[config.mk]
export PLATFORM = sky130hd
export DESIGN_NAME = opamp_config_registers
export DESIGN_NICKNAME = d
export VERILOG_FILES = /design/src/hw/opamp_cfg_pkg.sv /design/src/hw/opamp_config_registers.sv
export SDC_FILE = /design/constraint.sdc
export NUM_CORES = 1
export LEC_CHECK = 0
export BUFFER_PORTS_ARGS = -buffer_cell sky130_fd_sc_hd__buf_2
export CAP_MARGIN = 20
export CORE_MARGIN = 4
export CORE_UTILIZATION = 47
export CTS_CLUSTER_SIZE = 24
export DETAILED_ROUTE_END_ITERATION = 12
export PLACE_DENSITY = 0.86
export SYNTH_ARGS = -nofsm -noshare
export SYNTH_HDL_FRONTEND = slang
export SYNTH_SLANG_ARGS = --single-unit
export TNS_END_PERCENT = 1
[constraint.sdc]
create_clock -name clk -period 3.3 [get_ports clk]
set_input_delay 0.495 -clock clk [delete_from_list [all_inputs] [get_ports clk]]
set_output_delay 0.495 -clock clk [all_outputs]
set_load 0.01 [all_outputs]
[src/hw/opamp_cfg_pkg.sv]
/*
  Constants for the amplifier configuration register bank: register
  indices, field positions, reset values, field encodings and the
  gain code table.
  Assumes a byte-wide register map reached over a 32-bit Avalon-MM
  slave, one register to each aligned word.
*/
package opamp_cfg_pkg;

  // ----------------------------------------------------------------
  // register map
  // ----------------------------------------------------------------
  // printed offsets are not multiples of four: they are indices,
  // the byte address on the bus is four times the index
  localparam logic [11:0] IDX_A_CTL0 = 12'hf94;
  localparam logic [11:0] IDX_A_CTL1 = 12'hf95;
  localparam logic [11:0] IDX_B_CTL0 = 12'hf96;
  localparam logic [11:0] IDX_B_CTL1 = 12'hf97;
  localparam int ADDR_W = 14;

  // ----------------------------------------------------------------
  // reset values
  // ----------------------------------------------------------------
  localparam logic [7:0] RST_A_CTL0 = 8'h00;
  localparam logic [7:0] RST_A_CTL1 = 8'h00;
  localparam logic [7:0] RST_B_CTL0 = 8'h00;
  localparam logic [7:0] RST_B_CTL1 = 8'h00;

  // ----------------------------------------------------------------
  // field positions
  // ----------------------------------------------------------------
  localparam int OUTCON_BIT = 7;
  localparam int INP_LO = 0;
  localparam int GAIN_LO = 4;
  localparam int POWER_BIT = 3;
  localparam int INN_LO = 0;
  // writable bits: control 0 of amp A keeps 7 and 1:0 plus stored
  // reserved 6:2 (read/write); control 1 keeps all but bit 2
  localparam logic [7:0] WMASK_A_CTL0 = 8'hff;
  localparam logic [7:0] WMASK_A_CTL1 = 8'hfb;
  localparam logic [7:0] WMASK_B_CTL0 = 8'hff;
  localparam logic [7:0] WMASK_B_CTL1 = 8'h3b;

  // ----------------------------------------------------------------
  // field encodings
  // ----------------------------------------------------------------
  typedef enum logic [1:0] {
    POS_NONE = 2'h0,
    POS_PIN = 2'h1,
    POS_AMP_B = 2'h2,
    POS_REF0 = 2'h3
  } pos_sel_t;

  typedef enum logic [1:0] {
    NEG_PIN = 2'h0,
    NEG_GAIN = 2'h1,
    NEG_UNITY = 2'h2,
    NEG_RSVD = 2'h3
  } neg_sel_t;

  // gain in quarter steps (x4) so 3.75x stays an integer: 15
  localparam logic [7:0] GAIN_X4 [16] = '{
    8'h06, 8'h08, 8'h0a, 8'h0c, 8'h0f, 8'h10, 8'h14, 8'h18,
    8'h1e, 8'h20, 8'h28, 8'h30, 8'h3c, 8'h50, 8'h78, 8'hf0
  };
  localparam logic [7:0] GAIN_UNITY_X4 = 8'h04;

endpackage

[src/hw/opamp_config_registers.sv]
/*
  Configuration register bank for the two on-chip amplifiers, with
  decoded control lines for the first amplifier and the shared
  power mode.
  Assumes an Avalon-MM master on clk, 32-bit data, word addressed
  by byte address; analog controls are static levels.
*/
// Implementation choice: the Avalon-MM slave port.
`timescale 1ns/1ps
module opamp_config_registers
(
  // clock and reset
  input wire logic clk,
  input wire logic rst_n,
  // avalon-mm slave
  input wire logic [opamp_cfg_pkg::ADDR_W-1:0] address,
  input wire logic read,
  input wire logic write,
  input wire logic [31:0] writedata,
  input wire logic [3:0] byteenable,
  output logic [31:0] readdata,
  output logic waitrequest,
  output logic [1:0] response,
  // first amplifier analog controls
  output logic outputPinConnect,
  output logic [1:0] positiveInputSelect,
  output logic [1:0] negativeInputSelect,
  output logic gainNetworkEnable,
  output logic [3:0] gainCode,
  output logic [7:0] gainTimesFour,
  // shared power mode
  output logic normalPowerMode
);

  // ----------------------------------------------------------------
  // register storage
  // ----------------------------------------------------------------
  logic [7:0] ampAOutInCfg; // first amp control 0
  logic [7:0] ampAGainPwrCfg; // first amp control 1
  logic [7:0] ampBOutInCfg; // second amp control 0
  logic [7:0] ampBCurrentCfg; // second amp control 1
  logic accessDone; // one answer cycle per request

  // ----------------------------------------------------------------
  // local codes
  // ----------------------------------------------------------------
  // register numbers handed out by the address decoder
  localparam logic [2:0] SEL_A_CTL0 = 3'h0; // first amp control 0
  localparam logic [2:0] SEL_A_CTL1 = 3'h1; // first amp control 1
  localparam logic [2:0] SEL_B_CTL0 = 3'h2; // second amp control 0
  localparam logic [2:0] SEL_B_CTL1 = 3'h3; // second amp control 1
  localparam logic [2:0] SEL_NONE = 3'h4; // unmapped or misaligned
  // bus response codes
  localparam logic [1:0] RESP_OKAY = 2'h0; // access served
  localparam logic [1:0] RESP_SLVERR = 2'h2; // nothing at that address
  localparam logic [31:0] READ_IDLE = 32'h0000_0000; // idle read data
  // the decoder slices the index straight out of the byte address,
  // so any other width would misalign the whole register map
  if (opamp_cfg_pkg::ADDR_W != $bits(opamp_cfg_pkg::IDX_A_CTL0) + 2)
  begin : g_addr_width_check
    $error("address width must be two bits wider than the index");
  end

  // ----------------------------------------------------------------
  // helpers
  // ----------------------------------------------------------------
  // map a byte address to a register number, 4 for unmapped
  function automatic logic [2:0] decode
  (
    input logic [opamp_cfg_pkg::ADDR_W-1:0] addr
  );
    logic [11:0] idx;
    idx = addr[opamp_cfg_pkg::ADDR_W-1:2];
    if (addr[1:0] != 2'h0)
    begin
      decode = SEL_NONE;
    end
    else if (idx == opamp_cfg_pkg::IDX_A_CTL0)
    begin
      decode = SEL_A_CTL0;
    end
    else if (idx == opamp_cfg_pkg::IDX_A_CTL1)
    begin
      decode = SEL_A_CTL1;
    end
    else if (idx == opamp_cfg_pkg::IDX_B_CTL0)
    begin
      decode = SEL_B_CTL0;
    end
    else if (idx == opamp_cfg_pkg::IDX_B_CTL1)
    begin
      decode = SEL_B_CTL1;
    end
    else
    begin
      decode = SEL_NONE;
    end
  endfunction

  // merge a write into a register, keeping read-only bits
  function automatic logic [7:0] merge
  (
    input logic [7:0] old,
    input logic [7:0] wdata,
    input logic [7:0] wmask
  );
    merge = (old & ~wmask) | (wdata & wmask);
  endfunction

  logic [2:0] regSel; // decoded target
  logic writeHit; // write lands on this edge
  assign regSel = decode(address);
  // a write lands on the edge where waitrequest is sampled low, so
  // master and register agree on which edge took the data; with
  // byte lane 0 off nothing is stored
  assign writeHit = write && accessDone && byteenable[0];

  // ----------------------------------------------------------------
  // bus handshake
  // ----------------------------------------------------------------
  // waitrequest sits high until the cycle after a request is seen,
  // then drops for exactly one cycle
  // the fixed wait state costs a cycle per access but keeps readdata
  // and response straight from flip-flops
  always_ff @(posedge clk)
  begin
    if (!rst_n)
    begin
      accessDone <= 1'b0;
      waitrequest <= 1'b1;
    end
    else if ((read || write) && !accessDone)
    begin
      accessDone <= 1'b1;
      waitrequest <= 1'b0;
    end
    else
    begin
      accessDone <= 1'b0;
      waitrequest <= 1'b1;
    end
  end

  // ----------------------------------------------------------------
  // register writes
  // ----------------------------------------------------------------
  // map of four byte registers; the data takes effect on the edge
  // where waitrequest is low, matching the master's sampling
  always_ff @(posedge clk)
  begin
    if (!rst_n)
    begin
      ampAOutInCfg <= opamp_cfg_pkg::RST_A_CTL0;
      ampAGainPwrCfg <= opamp_cfg_pkg::RST_A_CTL1;
      ampBOutInCfg <= opamp_cfg_pkg::RST_B_CTL0;
      ampBCurrentCfg <= opamp_cfg_pkg::RST_B_CTL1;
    end
    else if (writeHit)
    begin
      case (regSel)
        SEL_A_CTL0:
        begin
          // reserved 6:2 are stored; software is expected to keep 0
          ampAOutInCfg <= merge(ampAOutInCfg, writedata[7:0],
            opamp_cfg_pkg::WMASK_A_CTL0);
        end
        SEL_A_CTL1:
        begin
          // bit 2 is read-only and ignores writes
          ampAGainPwrCfg <= merge(ampAGainPwrCfg, writedata[7:0],
            opamp_cfg_pkg::WMASK_A_CTL1);
        end
        SEL_B_CTL0:
        begin
          ampBOutInCfg <= merge(ampBOutInCfg, writedata[7:0],
            opamp_cfg_pkg::WMASK_B_CTL0);
        end
        SEL_B_CTL1:
        begin
          ampBCurrentCfg <= merge(ampBCurrentCfg, writedata[7:0],
            opamp_cfg_pkg::WMASK_B_CTL1);
        end
        default:
        begin
          // unmapped: nothing stored
        end
      endcase
    end
  end

  // ----------------------------------------------------------------
  // read data and response
  // ----------------------------------------------------------------
  // byte sits in bits 7:0, upper bits read zero; the value is taken
  // when the request is first seen and stands for the answer cycle
  always_ff @(posedge clk)
  begin
    if (!rst_n)
    begin
      readdata <= READ_IDLE;
    end
    else if ((read || write) && !accessDone)
    begin
      case (regSel)
        SEL_A_CTL0:
        begin
          readdata <= {24'h000000, ampAOutInCfg};
        end
        SEL_A_CTL1:
        begin
          readdata <= {24'h000000, ampAGainPwrCfg};
        end
        SEL_B_CTL0:
        begin
          readdata <= {24'h000000, ampBOutInCfg};
        end
        SEL_B_CTL1:
        begin
          readdata <= {24'h000000, ampBCurrentCfg};
        end
        default:
        begin
          // unmapped reads return zero
          readdata <= READ_IDLE;
        end
      endcase
    end
    else
    begin
      // back to zero outside the answer cycle
      readdata <= READ_IDLE;
    end
  end

  // slave error for an unmapped or misaligned address, for reads and
  // writes alike, so software learns of a stray access either way
  always_ff @(posedge clk)
  begin
    if (!rst_n)
    begin
      response <= RESP_OKAY;
    end
    else if ((read || write) && !accessDone && regSel == SEL_NONE)
    begin
      response <= RESP_SLVERR;
    end
    else
    begin
      response <= RESP_OKAY;
    end
  end

  // ----------------------------------------------------------------
  // analog control decode
  // ----------------------------------------------------------------
  // controls are computed from the value each register is about to
  // hold, so they change on the very edge that stores the write
  logic [7:0] next_aCtl0; // value control 0 will hold
  logic [7:0] next_aCtl1; // value control 1 will hold
  logic [7:0] next_bCtl1; // value second amp control 1 will hold
  always_comb
  begin
    next_aCtl0 = ampAOutInCfg;
    next_aCtl1 = ampAGainPwrCfg;
    next_bCtl1 = ampBCurrentCfg;
    if (writeHit)
    begin
      if (regSel == SEL_A_CTL0)
      begin
        next_aCtl0 = merge(ampAOutInCfg, writedata[7:0],
          opamp_cfg_pkg::WMASK_A_CTL0);
      end
      if (regSel == SEL_A_CTL1)
      begin
        next_aCtl1 = merge(ampAGainPwrCfg, writedata[7:0],
          opamp_cfg_pkg::WMASK_A_CTL1);
      end
      if (regSel == SEL_B_CTL1)
      begin
        next_bCtl1 = merge(ampBCurrentCfg, writedata[7:0],
          opamp_cfg_pkg::WMASK_B_CTL1);
      end
    end
  end

  // pin route and positive input, straight from flip-flops
  always_ff @(posedge clk)
  begin
    if (!rst_n)
    begin
      outputPinConnect <= 1'b0;
      positiveInputSelect <= opamp_cfg_pkg::POS_NONE;
    end
    else
    begin
      // pin route only; the pin's alternate function is set elsewhere
      outputPinConnect <=
        next_aCtl0[opamp_cfg_pkg::OUTCON_BIT];
      positiveInputSelect <=
        next_aCtl0[opamp_cfg_pkg::INP_LO +: 2];
    end
  end

  // negative input and gain network, straight from flip-flops
  always_ff @(posedge clk)
  begin
    if (!rst_n)
    begin
      negativeInputSelect <= opamp_cfg_pkg::NEG_PIN;
      gainNetworkEnable <= 1'b0;
      gainCode <=
        opamp_cfg_pkg::RST_A_CTL1[opamp_cfg_pkg::GAIN_LO +: 4];
      gainTimesFour <= opamp_cfg_pkg::GAIN_UNITY_X4;
    end
    else
    begin
      negativeInputSelect <=
        next_aCtl1[opamp_cfg_pkg::INN_LO +: 2];
      // raw code always visible; only the applied gain is gated
      gainCode <= next_aCtl1[opamp_cfg_pkg::GAIN_LO +: 4];
      // gain only applies through the internal network
      if (next_aCtl1[opamp_cfg_pkg::INN_LO +: 2]
          == opamp_cfg_pkg::NEG_GAIN)
      begin
        gainNetworkEnable <= 1'b1;
        gainTimesFour <= opamp_cfg_pkg::GAIN_X4[
          next_aCtl1[opamp_cfg_pkg::GAIN_LO +: 4]];
      end
      else
      begin
        // pin, unity or reserved feedback: the network stays out
        gainNetworkEnable <= 1'b0;
        gainTimesFour <= opamp_cfg_pkg::GAIN_UNITY_X4;
      end
    end
  end

  // shared power mode for both amplifiers
  always_ff @(posedge clk)
  begin
    if (!rst_n)
    begin
      normalPowerMode <= 1'b0;
    end
    else
    begin
      // either amplifier asking for normal power lifts both
      normalPowerMode <= next_aCtl1[opamp_cfg_pkg::POWER_BIT]
        | next_bCtl1[opamp_cfg_pkg::POWER_BIT];
    end
  end

endmodule

### Word level (Yosys, flattened, before mapping)

Memories as Yosys holds them, arrays and structs flattened. A register that Yosys moved wholly into a read port is not among the register bits.
Index checks and enable logic that the tools add are counted.
W data, S select, Z words.

* bits in registers: 79
* memories kept: 1
* word-level logic and storage cells: 62
* output and inout port bits: 54
* bits in read-only memories: 128
* bits of input ports: 54

* bitwise operators: 4
* mux-type cells: 16
* reduce and logical (&&, ||, !) cells: 15
* equal/unequal tests: 9

Memory list
* (no name shown): depth 16, bits a word 8, rd ports 1, clocked after Yosys merged registers in 1, wr ports 0, RTL line opamp_config_registers.sv:326 `gainTimesFour <= opamp_cfg_pkg::GAIN_X4[`

Operators by type and width (number)
* $eq A12 B12 Y1 const B: 4
* $mux W8: 4
* $pmux W8 S4: 1
* $mux W3: 5
* $reduce_and A2 Y1: 6
* $mux W4: 2
* $or A3 B8 Y8: 1
* $or A8 B6 Y8: 1
* $eq A3 B2 Y1 const B: 2
* $not A4 Y5: 1
* $logic_and A1 B1 Y1: 4
* $eq A3 B1 Y1 const B: 1
* $eq A3 B3 Y1 const B: 1
* $logic_not A3 Y1: 1
* $mux W1: 3
* $eq A2 B1 Y1 const B: 1
* $logic_not A1 Y1: 2
* $mux W2: 1
* $reduce_bool A2 Y1: 1
* $logic_or A1 B1 Y1: 1
* $or A1 B1 Y1: 1

### Logic depth before layout (Yosys ltp)

Gate-level depths: netlist of the first run.

* depth after elaboration: 12
* gate-level depth with buffers: 9
* gate-level depth less buffers: 8

### Worst setup path before layout of the first run

OpenSTA, ideal clock, no wires.

* kind: input to register
* start: in address[7] (netlist bit)
* end: reg gainTimesFour[2]
* arrival time: 2.592 ns
* setup time: 0.129 ns
* data required time: 3.171 ns
* buffers on the path: 0
* slack: 0.579 ns
* stages on the path: 8
* cells stage by stage: or4b_4 -> or3_4 -> o21ai_0 -> and2_1 -> inv_1 -> ha_1 -> o311ai_0 -> o211ai_1

* elaborated cells on any way between the ends: 16
* classes of those cells: eq/ne (6); mux (7); bitwise (1); reduce/logical (2)

RTL lines
* start, declared: RTL line opamp_config_registers.sv:16 `input wire logic [opamp_cfg_pkg::ADDR_W-1:0] address,`
* $eq A12 B12 Y1: RTL line opamp_config_registers.sv:90 `else if (idx == opamp_cfg_pkg::IDX_B_CTL1)`
* $mux W3: RTL line opamp_config_registers.sv:90
* $mux W3: RTL line opamp_config_registers.sv:86 `else if (idx == opamp_cfg_pkg::IDX_B_CTL0)`
* $mux W3: RTL line opamp_config_registers.sv:82 `else if (idx == opamp_cfg_pkg::IDX_A_CTL1)`
* $mux W3 *: RTL line opamp_config_registers.sv:78 `else if (idx == opamp_cfg_pkg::IDX_A_CTL0)`
* $mux W3 *: RTL line opamp_config_registers.sv:74 `if (addr[1:0] != 2'h0)`
* $eq A3 B1 Y1 *: RTL line opamp_config_registers.sv:273 `if (regSel == SEL_A_CTL1)`
* $mux W8 * (2 in series)
* via next_aCtl1[4]: RTL line opamp_config_registers.sv:259 `logic [7:0] next_aCtl1;`
* $not A4 Y5 (implied by the code) *: RTL line opamp_config_registers.sv:326
* end, declared: RTL line opamp_config_registers.sv:30 `output logic [7:0] gainTimesFour,`

Mark *: on every way through the listed nets, which the timed path passes. The rest lies on a longest branch.
A chain may end at the register's enable or synchronous reset.

### Final worst setup path of the first run

Ends and elaborated chain as after synthesis.

==> flow_summary.ini, run 1 <==
[logic_synthesis]
syn_inst = 235
synth-edff-count = 0
ys_warn_count = 0
synth_top_flop_cell = sky130_fd_sc_hd__dfxtp_1
synthDominantCellAreaShare_pct = 40.5
synth.cell_area_um2 = 2420
synth_largest_area_cell = sky130_fd_sc_hd__dfxtp_1
ys_top_cells_by_area = sky130_fd_sc_hd__dfxtp_1, sky130_fd_sc_hd__mux2i_1, sky130_fd_sc_hd__buf_4, sky130_fd_sc_hd__nor2b_1, sky130_fd_sc_hd__mux4_2
async_flop_share_pct = 0
synth.distinct_cells = 47
yosys_register_bits = 49
yosysSeqAreaShare_pct = 40.5
postSynthAreaPerCell_um2 = 10.3

[sta]
finalClockSkew_ns = 0.0111
slew-limit-headroom_pct = 64.2
layout_min_cycle_time_ns = 2.75
timing.hold.ws_ns = 0.477
slew_viol_final = 0
worst-slew-pin-transition_ns = 0.535
maxClockFrequency_mhz = 363
fin_setup_tns_ns = 0
hold_viol = 0
report.final.setup_viol = 0
post-route-worst-setup-slack_ns = 0.548
period_share_pct = 83.4
rsz0062_at_grt = false

[clock_tree]
clk-insertion-delay-late_ns = 0.29
tritoncts.num_buffers = 5
count_of_clock_tree_sinks = 49
cts-hold-fix-buffers = 0
path_clk_slew_ns = 0.09
cts-root-to-sink-buffers = 2
postCtsSetupRepairBufs = 0
post_cts.resized_instances = 0
total_number_of_h_tree_levels = 2
cts-root-buf = sky130_fd_sc_hd__clkbuf_8
tritoncts = built

[worst_setup_path]
timing.critical_path.depth = 9
critical-path-max-stage-delay_ns = 0.57
cp_cell_sequence = buf_2 > or4b_4 > or3_4 > o21ai_0 > and2_1 > inv_1 > ha_1 > o311ai_0 > o211ai_1
timing.rr.end = gainTimesFour[2]
cp_top_family = simple AND/OR/NAND/NOR gates
setup.reg_to_reg.worst_slack_ns = 1.11
cp-start-kind = primary input
worstRegToRegCells = 7
worst-setup-path-type = in2reg
cp_max_delay_cell = sky130_fd_sc_hd__or4b_4
crit_required_ns = 3.48
critical_path.reg2reg.startpoint = accessDone
type_of_element_capturing_the_critical_path = flip-flop
crit_path_max_fo = 5
crit_buf_inv = 2
worstPathArrival_ns = 2.93

[drt]
route.antenna.remaining_nets = 0
wire_per_inst_um = 14.3
initialDrtViolationCount = 103
drc = 0
wl_mm = 5.01
routed_via_density = 4.99
detailroute.via_count = 1750
detailedRoute.firstPassIterationCount = 4

[hold_path]
hold_path_end = ampBOutInCfg[2]
worst_hold_startpoint = writedata[2]
timing.hold.worst.class = in2reg
hold-path-cell-count = 3

[die]
core_area_um2 = 4850
initial_core_util_pct = 50.0
die_ar_um2 = 6370
die_h_um = 79.8
io-pin-count = 108
floorplan.die.width_um = 79.8
row_count = 25

[power]
clock_power_share_pct = 33.3
power.share.switching_pct = 22.5
power_density_nw_per_um2 = 369
p_leak_uw = 0.00134
internal_cell_power_uw = 769
power_switching_uw = 223
p_total_uw = 992
pwr-share-comb_pct = 6.9
worst_ir_drop_vdd_v = 0.000213
share_seq_of_total_power_pct = 59.9

[outcome]
outcome = finished clean

[global_routing]
grt_overflow = 0
initial_antenna_violation_count = 0
global_route.usage.total_pct = 16.0
maximum_number_of_pins_on_one_net_before_global_route_repair = 33
grt_pass1_vias = 1672
grt_first_pass_wirelength_mm = 7.96

[placement]
place.port_buffers = 55
dpl.hpwl_mm = 3.77
detailedPlace.worstSlack_ns = 0.251
placed_cells_incl_taps = 343
gp_congestion = 0.823

[layout]
insertedDiodeCount = 0
post_layout_nonfiller_instances = 351
final.fill_count = 420
areaGrowthSynthToFinish_pct = 10.8
nets = 340
area.sequential_um2 = 981
multi_input_area_um2 = 1230
layout-drive-gt1-share_pct = 27.8

[flow_run]
drv.max_cap_violation_count = 0
-- layout make-up --
| type | count | area share [%] |
|---|---|---|
| Sequential cell | 49 | 36.5 |
| Clock buffer | 8 | 2.98 |
| Multi-Input combinational cell | 165 | 45.8 |
| Tap cell | 67 | 3.12 |
| Inverter | 4 | 0.559 |
| Timing Repair Buffer | 58 | 11.1 |
-- placed cells by master (no fill, tap or decap), types with 2 or more instances in the layout --
| master | n |
|---|---|
| sky130_fd_sc_hd__a21oi_1 | 4 |
| sky130_fd_sc_hd__and3_1 | 6 |
| sky130_fd_sc_hd__and3_2 | 2 |
| sky130_fd_sc_hd__buf_2 | 55 |
| sky130_fd_sc_hd__buf_4 | 3 |
| sky130_fd_sc_hd__clkbuf_1 | 3 |
| sky130_fd_sc_hd__clkbuf_8 | 5 |
| sky130_fd_sc_hd__conb_1 | 25 |
| sky130_fd_sc_hd__dfxtp_1 | 49 |
| sky130_fd_sc_hd__ha_1 | 3 |
| sky130_fd_sc_hd__inv_1 | 4 |
| sky130_fd_sc_hd__mux2i_1 | 29 |
| sky130_fd_sc_hd__mux4_2 | 5 |
| sky130_fd_sc_hd__nand2_1 | 7 |
| sky130_fd_sc_hd__nand3_1 | 3 |
| sky130_fd_sc_hd__nand3b_1 | 2 |
| sky130_fd_sc_hd__nor2_1 | 8 |
| sky130_fd_sc_hd__nor2b_1 | 30 |
| sky130_fd_sc_hd__nor3_1 | 3 |
| sky130_fd_sc_hd__nor3_4 | 2 |
| sky130_fd_sc_hd__nor3b_1 | 2 |
| sky130_fd_sc_hd__o211ai_1 | 4 |
| sky130_fd_sc_hd__o21ai_0 | 4 |
| sky130_fd_sc_hd__o32ai_1 | 2 |
-- worst max path at each step --
stage | from | end
2_1_floorplan | address[7] | gainTimesFour[2]
3_3_place_gp | address[7] | gainTimesFour[2]
3_5_place_dp | address[7] | gainTimesFour[2]
4_1_cts | address[7] | gainTimesFour[2]
5_1_grt | address[7] | gainTimesFour[2]
6_report | address[7] | gainTimesFour[2]
-- layer usage --
layer | global-route usage [%] | part of all wire [%] | vias up
li1 | - | - | 856
met3 | 3.05 | 8.1 | 8
met1 | 20.9 | 43 | 807
met5 | 0 | 0 | -
met2 | 26.3 | 47 | 79
met4 | 6.08 | 1.7 | 0
-- cell usage after synthesis, drive strengths merged (2+ instances only) --
| cell | instances |
|---|---|
| nor3 | 5 |
| clkbuf | 6 |
| buf | 35 |
| a21boi | 3 |
| o21ai | 4 |
| and3 | 8 |
| inv | 4 |
| nor3b | 2 |
| nor4b | 2 |
| a21oi | 4 |
| ha | 3 |
| mux4 | 5 |
| dfxtp | 49 |
| nand3b | 2 |
| nor2b | 30 |
| nand2 | 8 |
| o211ai | 4 |
| mux2i | 29 |
| o32ai | 2 |
| nor2 | 10 |
| and2 | 2 |
| nand3 | 3 |
-- power groups by stage --
stage          combinational [uW]  sequential (uW)  clock (uW)
3_3_place_gp                 66.5              608           0
3_5_place_dp                 67.5              608           0
4_1_cts                      67.7              594         334
5_1_grt                      75.3              595         365
2_1_floorplan                60.5              609           0
6_report                     68.3              594         330
-- state kept, by name (all words and copies together) (netlist names) --
name	cells
ampAOutInCfg	8
ampBOutInCfg	8
gainTimesFour	8
readdata	8
ampAGainPwrCfg	7
ampBCurrentCfg	5
accessDone	1
gainNetworkEnable	1
normalPowerMode	1
response	1
waitrequest	1
-- worst reg2reg max path, delay by kind of cell, from the launching register on --
| kind | cells | cell delay [ns] |
|---|---|---|
| and+or+nand+nor | 3 | 0.65 |
| AOI/OAI and AO/OA | 2 | 0.54 |
| DFF | 1 | 0.33 |
| adders and majority gates | 1 | 0.29 |
| muxes | 1 | 0.25 |
-- cell families (layout without fill, tap and decap cells) --
family                     after synthesis  after routing  synth area share, %
other                                    1             25                0.155
xor gates and xnor gates                 2              2                0.723
AOI/OAI and AO/OA                       23             23                 6.76
muxes                                   34             34                 16.6
DFF                                     49             49                 40.5
buffers and inverters                   45             70                 12.5
adders and majority gates                3              3                 1.55
and+or+nand+nor                         78             78                 21.2
-- through the flow --
step	util (%)	cell area (um2)
floorplan	-	2510
global placement	53.8	2610
detailed placement	53.8	2610
CTS	55.4	2690
global route	55.4	2690
finish	55.4	2690
(Power assumes the default switching activity.)
==> run 2: changes to the inputs <==
CORE_UTILIZATION = 42   (was 47)
PLACE_DENSITY = 0.81   (was 0.86)
clock period = 2.51 ns   (was 3.3 ns; I/O delays follow)
==> run 2 against run 1 <==
Critical path depth stayed put. Combinational power is 42% higher. Clock skew is 0.0016 ns higher. Flip-flop and latch count stayed put. Highest routed layer unchanged. Via count is 6.8% higher. Worst hold slack worse by 0.12 ns. Power is 55% higher. Sequential power is 31% higher.
==> flow_summary.ini, run 2 (synthesis results as in run 1) <==
[die]
row_count = 27
initial_core_util_pct = 43.8
die_h_um = 84.0
floorplan.die.width_um = 84.0
io-pin-count = 108
core_area_um2 = 5540
die_ar_um2 = 7050

[power]
p_total_uw = 1540
p_leak_uw = 0.00144
worst_ir_drop_vdd_v = 0.000222
power_density_nw_per_um2 = 537

[global_routing]
grt_pass1_vias = 1870
global_route.usage.total_pct = 15.2
use_met1_pct = 18.6
met3_usage_pct = 4.34
grt-busiest-layer = met2
groute.layer.met2.usage_pct = 26.2
grt_overflow = 0
maximum_number_of_pins_on_one_net_before_global_route_repair = 19
initial_antenna_violation_count = 0
grt_first_pass_wirelength_mm = 8.74

[worst_setup_path]
cp-start-kind = primary input
worst-setup-path-type = in2reg
crit_path_max_fo = 3
crit_buf_inv = 2
critical-path-max-stage-delay_ns = 0.56
worstPathArrival_ns = 2.50
cp_max_delay_cell = sky130_fd_sc_hd__or4b_4
crit_required_ns = 2.69
cp_cell_sequence = buf_2 > or4b_4 > or3_4 > o21ai_1 > and2_4 > inv_1 > ha_1 > o311ai_1 > o211ai_1
cp_top_family = simple AND/OR/NAND/NOR gates
type_of_element_capturing_the_critical_path = flip-flop

[drt]
detailedRoute.firstPassIterationCount = 4
wl_mm = 5.33
route.antenna.remaining_nets = 0
routed_via_density = 5.04
initialDrtViolationCount = 92
wire_per_inst_um = 14.4
detailroute.via_count = 1869
drc = 0

[clock_tree]
clk-insertion-delay-late_ns = 0.31
postCtsSetupRepairBufs = 0
post_cts.resized_instances = 0
cts-hold-fix-buffers = 0
cts-root-to-sink-buffers = 2
path_clk_slew_ns = 0.08
count_of_clock_tree_sinks = 49
tritoncts = built
tritoncts.num_buffers = 5
cts-root-buf = sky130_fd_sc_hd__clkbuf_8
total_number_of_h_tree_levels = 2

[sta]
maxClockFrequency_mhz = 432
period_share_pct = 92.3
fin_setup_tns_ns = 0
layout_min_cycle_time_ns = 2.32
finalClockSkew_ns = 0.0127
hold_viol = 0
slew_viol_final = 0
rsz0062_at_grt = false
report.final.setup_viol = 0

[placement]
detailed_place.area_um2 = 2730
place.port_buffers = 55
dpl.hpwl_mm = 4.08
gp_congestion = 0.854
placed_cells_incl_taps = 363

[layout]
areaGrowthSynthToFinish_pct = 18.1
post_layout_nonfiller_instances = 371
layout_commonest_cell = sky130_fd_sc_hd__buf_2
layout-drive-gt1-share_pct = 32.8
insertedDiodeCount = 0
finalInstanceArea_um2 = 2860
final.fill_count = 524
nets = 355
layout.cells.most_common_list = sky130_fd_sc_hd__buf_2, sky130_fd_sc_hd__dfxtp_1, sky130_fd_sc_hd__nor2b_1

[outcome]
outcome = finished clean

[flow_run]
drv.max_cap_violation_count = 0

[hold_path]
timing.hold.worst.class = in2reg
==> run 2: cell types whose count changed in the layout (fill, tap and decap cells not counted), sizes merged <==
cell    previous run  this run
buf               58        73
clkbuf             8         5
bufinv             0         2
clkinv             0         1
==> run 2: final cells by class <==
class	count	area, um2	share of cell area [%]
tap	72	90.1	3.15
sequential	49	981	34.3
multi-input combinational	165	1230	43.1
clock inverter	3	65.1	2.27
timing repair buffer	73	410	14.3
inverter	4	15.0	0.524
clock buffer	5	68.8	2.40
==> run 2: per-stage QoR <==
step	setup WS [ns]	util (%)	hold WS, ns
floorplan	0.0296	-	0.454
global placement	-0.117	49.3	0.493
detailed placement	-0.125	49.3	0.505
CTS	0.195	51.7	0.364
global route	0.0964	51.7	0.398
finish	0.193	51.7	0.357
==> run 2: power breakdown <==
part / internal [uW] / leakage (uW) / switching [uW] / total (uW)
registers: 780 / 0.000395 / 0.990 / 781
clock network: 396 / 0.0000681 / 264 / 659
logic: 38.7 / 0.000979 / 58.1 / 96.9
==> run 2: worst reg2reg max path, stage by stage, from the launching register on <==
cell and delay (ns):
sky130_fd_sc_hd__dfxtp_1 0.32, sky130_fd_sc_hd__and3_2 0.22, sky130_fd_sc_hd__and2_0 0.16, sky130_fd_sc_hd__nand2_2 0.11, sky130_fd_sc_hd__mux2i_1 0.34, sky130_fd_sc_hd__ha_1 0.32, sky130_fd_sc_hd__o311ai_1 0.33, sky130_fd_sc_hd__o211ai_1 0.11
==> run 2: routing by layer <==
layer / wire length [um] / share of wire [%]
met5: 0 / 0
met4: 77 / 1.4
met3: 416 / 7.8
met2: 2590 / 49
met1: 2250 / 42
==> run 2: worst paths after layout <==
kind | from | endpoint | slack [ns] | cells past startpoint
min reg2reg | ampAOutInCfg[3] | ampAOutInCfg[3] | 0.52 | 2
max reg2reg | accessDone | gainTimesFour[2] | 0.48 | 7
max | address[7] | gainTimesFour[2] | 0.19 | 9
min | writedata[2] | ampBOutInCfg[2] | 0.36 | 3
==> run 3: changes to the inputs <==
RECOVER_POWER = 25   (was default)
==> run 3 against run 2 <==
Sequential power hardly changed. Die area stayed put. Count of clock-buffer cells in the layout stayed put. First-iteration DRC count is 5.4% lower. Clock skew hardly changed. Fmax is 0.23% higher. Global-route usage stayed put. Final area is 0.83% lower. Worst hold slack better by 0.0013 ns. Combinational power is 0.9% lower. Core utilization is 0.43 points lower. Critical path type unchanged. Clock power hardly changed.
==> flow_summary.ini, run 3 (synthesis results as in run 1) <==
[worst_setup_path]
cp_launch_point = address[7]
type_of_element_capturing_the_critical_path = flip-flop
worstPathArrival_ns = 2.49
worstRegToRegCells = 9
critical_path.reg2reg.startpoint = accessDone
worst-setup-path-type = in2reg
crit_required_ns = 2.69
crit_path_max_fo = 3
cp-start-kind = primary input

[global_routing]
initial_antenna_violation_count = 0
global_route.usage.total_pct = 15.2
grt_first_pass_wirelength_mm = 8.74
maximum_number_of_pins_on_one_net_before_global_route_repair = 19
grt_overflow = 0
grt_pass1_vias = 1870

[hold_path]
hold-path-cell-count = 3
worst_hold_startpoint = writedata[2]
timing.hold.worst.class = in2reg

[drt]
drc = 0
detailedRoute.firstPassIterationCount = 5
wl_mm = 5.34
detailroute.via_count = 1842
route.antenna.remaining_nets = 0
routed_via_density = 4.96
wire_per_inst_um = 14.4
initialDrtViolationCount = 87

[power]
internal_cell_power_uw = 1210
clock_power_share_pct = 42.8
power.share.switching_pct = 20.9
worst_ir_drop_vdd_v = 0.000219
power_density_nw_per_um2 = 541
pwr-share-comb_pct = 6.3
power_switching_uw = 321
share_seq_of_total_power_pct = 50.9
p_leak_uw = 0.00137

[die]
row_count = 27
initial_core_util_pct = 43.8
core_area_um2 = 5540
io-pin-count = 108
die_h_um = 84.0
floorplan.die.width_um = 84.0
die_ar_um2 = 7050

[sta]
worst-slew-pin-transition_ns = 0.604
finalClockSkew_ns = 0.0124
fin_setup_tns_ns = 0
post-route-worst-setup-slack_ns = 0.199
maxClockFrequency_mhz = 433
report.final.setup_viol = 0
layout_min_cycle_time_ns = 2.31
slew_viol_final = 0
hold_viol = 0
slew-limit-headroom_pct = 59.8
rsz0062_at_grt = false
period_share_pct = 92.1

[clock_tree]
count_of_clock_tree_sinks = 49
tritoncts.num_buffers = 5
tritoncts = built
post_cts.resized_instances = 0
postCtsSetupRepairBufs = 0
path_clk_slew_ns = 0.08
cts-hold-fix-buffers = 0
total_number_of_h_tree_levels = 2
cts-root-to-sink-buffers = 2
clk-insertion-delay-late_ns = 0.31
cts-root-buf = sky130_fd_sc_hd__clkbuf_8

[layout]
layout.cells.most_common_list = sky130_fd_sc_hd__dfxtp_1, sky130_fd_sc_hd__buf_2, sky130_fd_sc_hd__nor2b_1
nets = 355
areaGrowthSynthToFinish_pct = 17.1
layout.core_utilization_pct = 51.2
layout-drive-gt1-share_pct = 26.4
layout_commonest_cell = sky130_fd_sc_hd__dfxtp_1
multi_input_area_um2 = 1230
insertedDiodeCount = 0
final.fill_count = 531
area.sequential_um2 = 981

[placement]
detailedPlace.worstSlack_ns = -0.125
dpl.hpwl_mm = 4.08
gp_congestion = 0.854
place.port_buffers = 55

[flow_run]
drv.max_cap_violation_count = 0

[outcome]
outcome = finished clean
run 3: cell count changes in the layout (fill, tap and decap cells not counted), sizes merged:
| cell | before | now |
|---|---|---|
| buf | 73 | 54 |
| clkbuf | 5 | 24 |
run 3: worst paths after layout:
kind                            to  slack (ns)
setup reg to reg  gainTimesFour[5]        0.49
hold reg to reg    ampAOutInCfg[3]        0.52
hold / removal     ampBOutInCfg[2]        0.36
setup / recovery  gainTimesFour[2]        0.20
run 3: routing by layer:
metal	track usage [%]	up-vias	wire length, um
met4	3.95	0	51
met2	26.2	77	2660
met1	18.6	881	2200
li1	-	880	-
met5	0	-	0
met3	4.34	4	437
run 3: final cells by class:
type	count	area share [%]
Clock buffer	5	2.42
Clock inverter	3	2.29
Inverter	4	0.529
Timing Repair Buffer	73	13.6
Multi-Input combinational cell	165	43.4
Sequential cell	49	34.6
Tap cell	72	3.17
run 3: critical path, cell delays in order:
cell and delay (ns):
sky130_fd_sc_hd__buf_2 0.10, sky130_fd_sc_hd__or4b_4 0.56, sky130_fd_sc_hd__or3_4 0.35, sky130_fd_sc_hd__o21ai_1 0.18
sky130_fd_sc_hd__and2_4 0.17, sky130_fd_sc_hd__inv_1 0.04, sky130_fd_sc_hd__ha_1 0.30, sky130_fd_sc_hd__o311ai_1 0.32
sky130_fd_sc_hd__o211ai_1 0.11
run 3: power by group through the flow:
| stage | Sequential, uW | Clock [uW] | Combinational (uW) |
|---|---|---|---|
| floorplan | 801 | 0 | 79.6 |
| global placement | 799 | 0 | 94.3 |
| detailed placement | 800 | 0 | 95.3 |
| CTS | 781 | 664 | 95.7 |
| global route | 782 | 692 | 104 |
| finish | 781 | 658 | 96.0 |
run 3: through the flow:
| stage | instance area [um2] | std cells | hold slack, ns | total power, uW |
|---|---|---|---|---|
| after CTS | 2860 | 371 | 0.364 | 1540 |
| final | 2840 | 371 | 0.358 | 1530 |
| after global routing | 2840 | 371 | 0.398 | 1580 |
| after floorplan | 2520 | 259 | 0.454 | 880 |
| after global placement | 2730 | 363 | 0.493 | 894 |
| after detailed placement | 2730 | 363 | 0.505 | 895 |
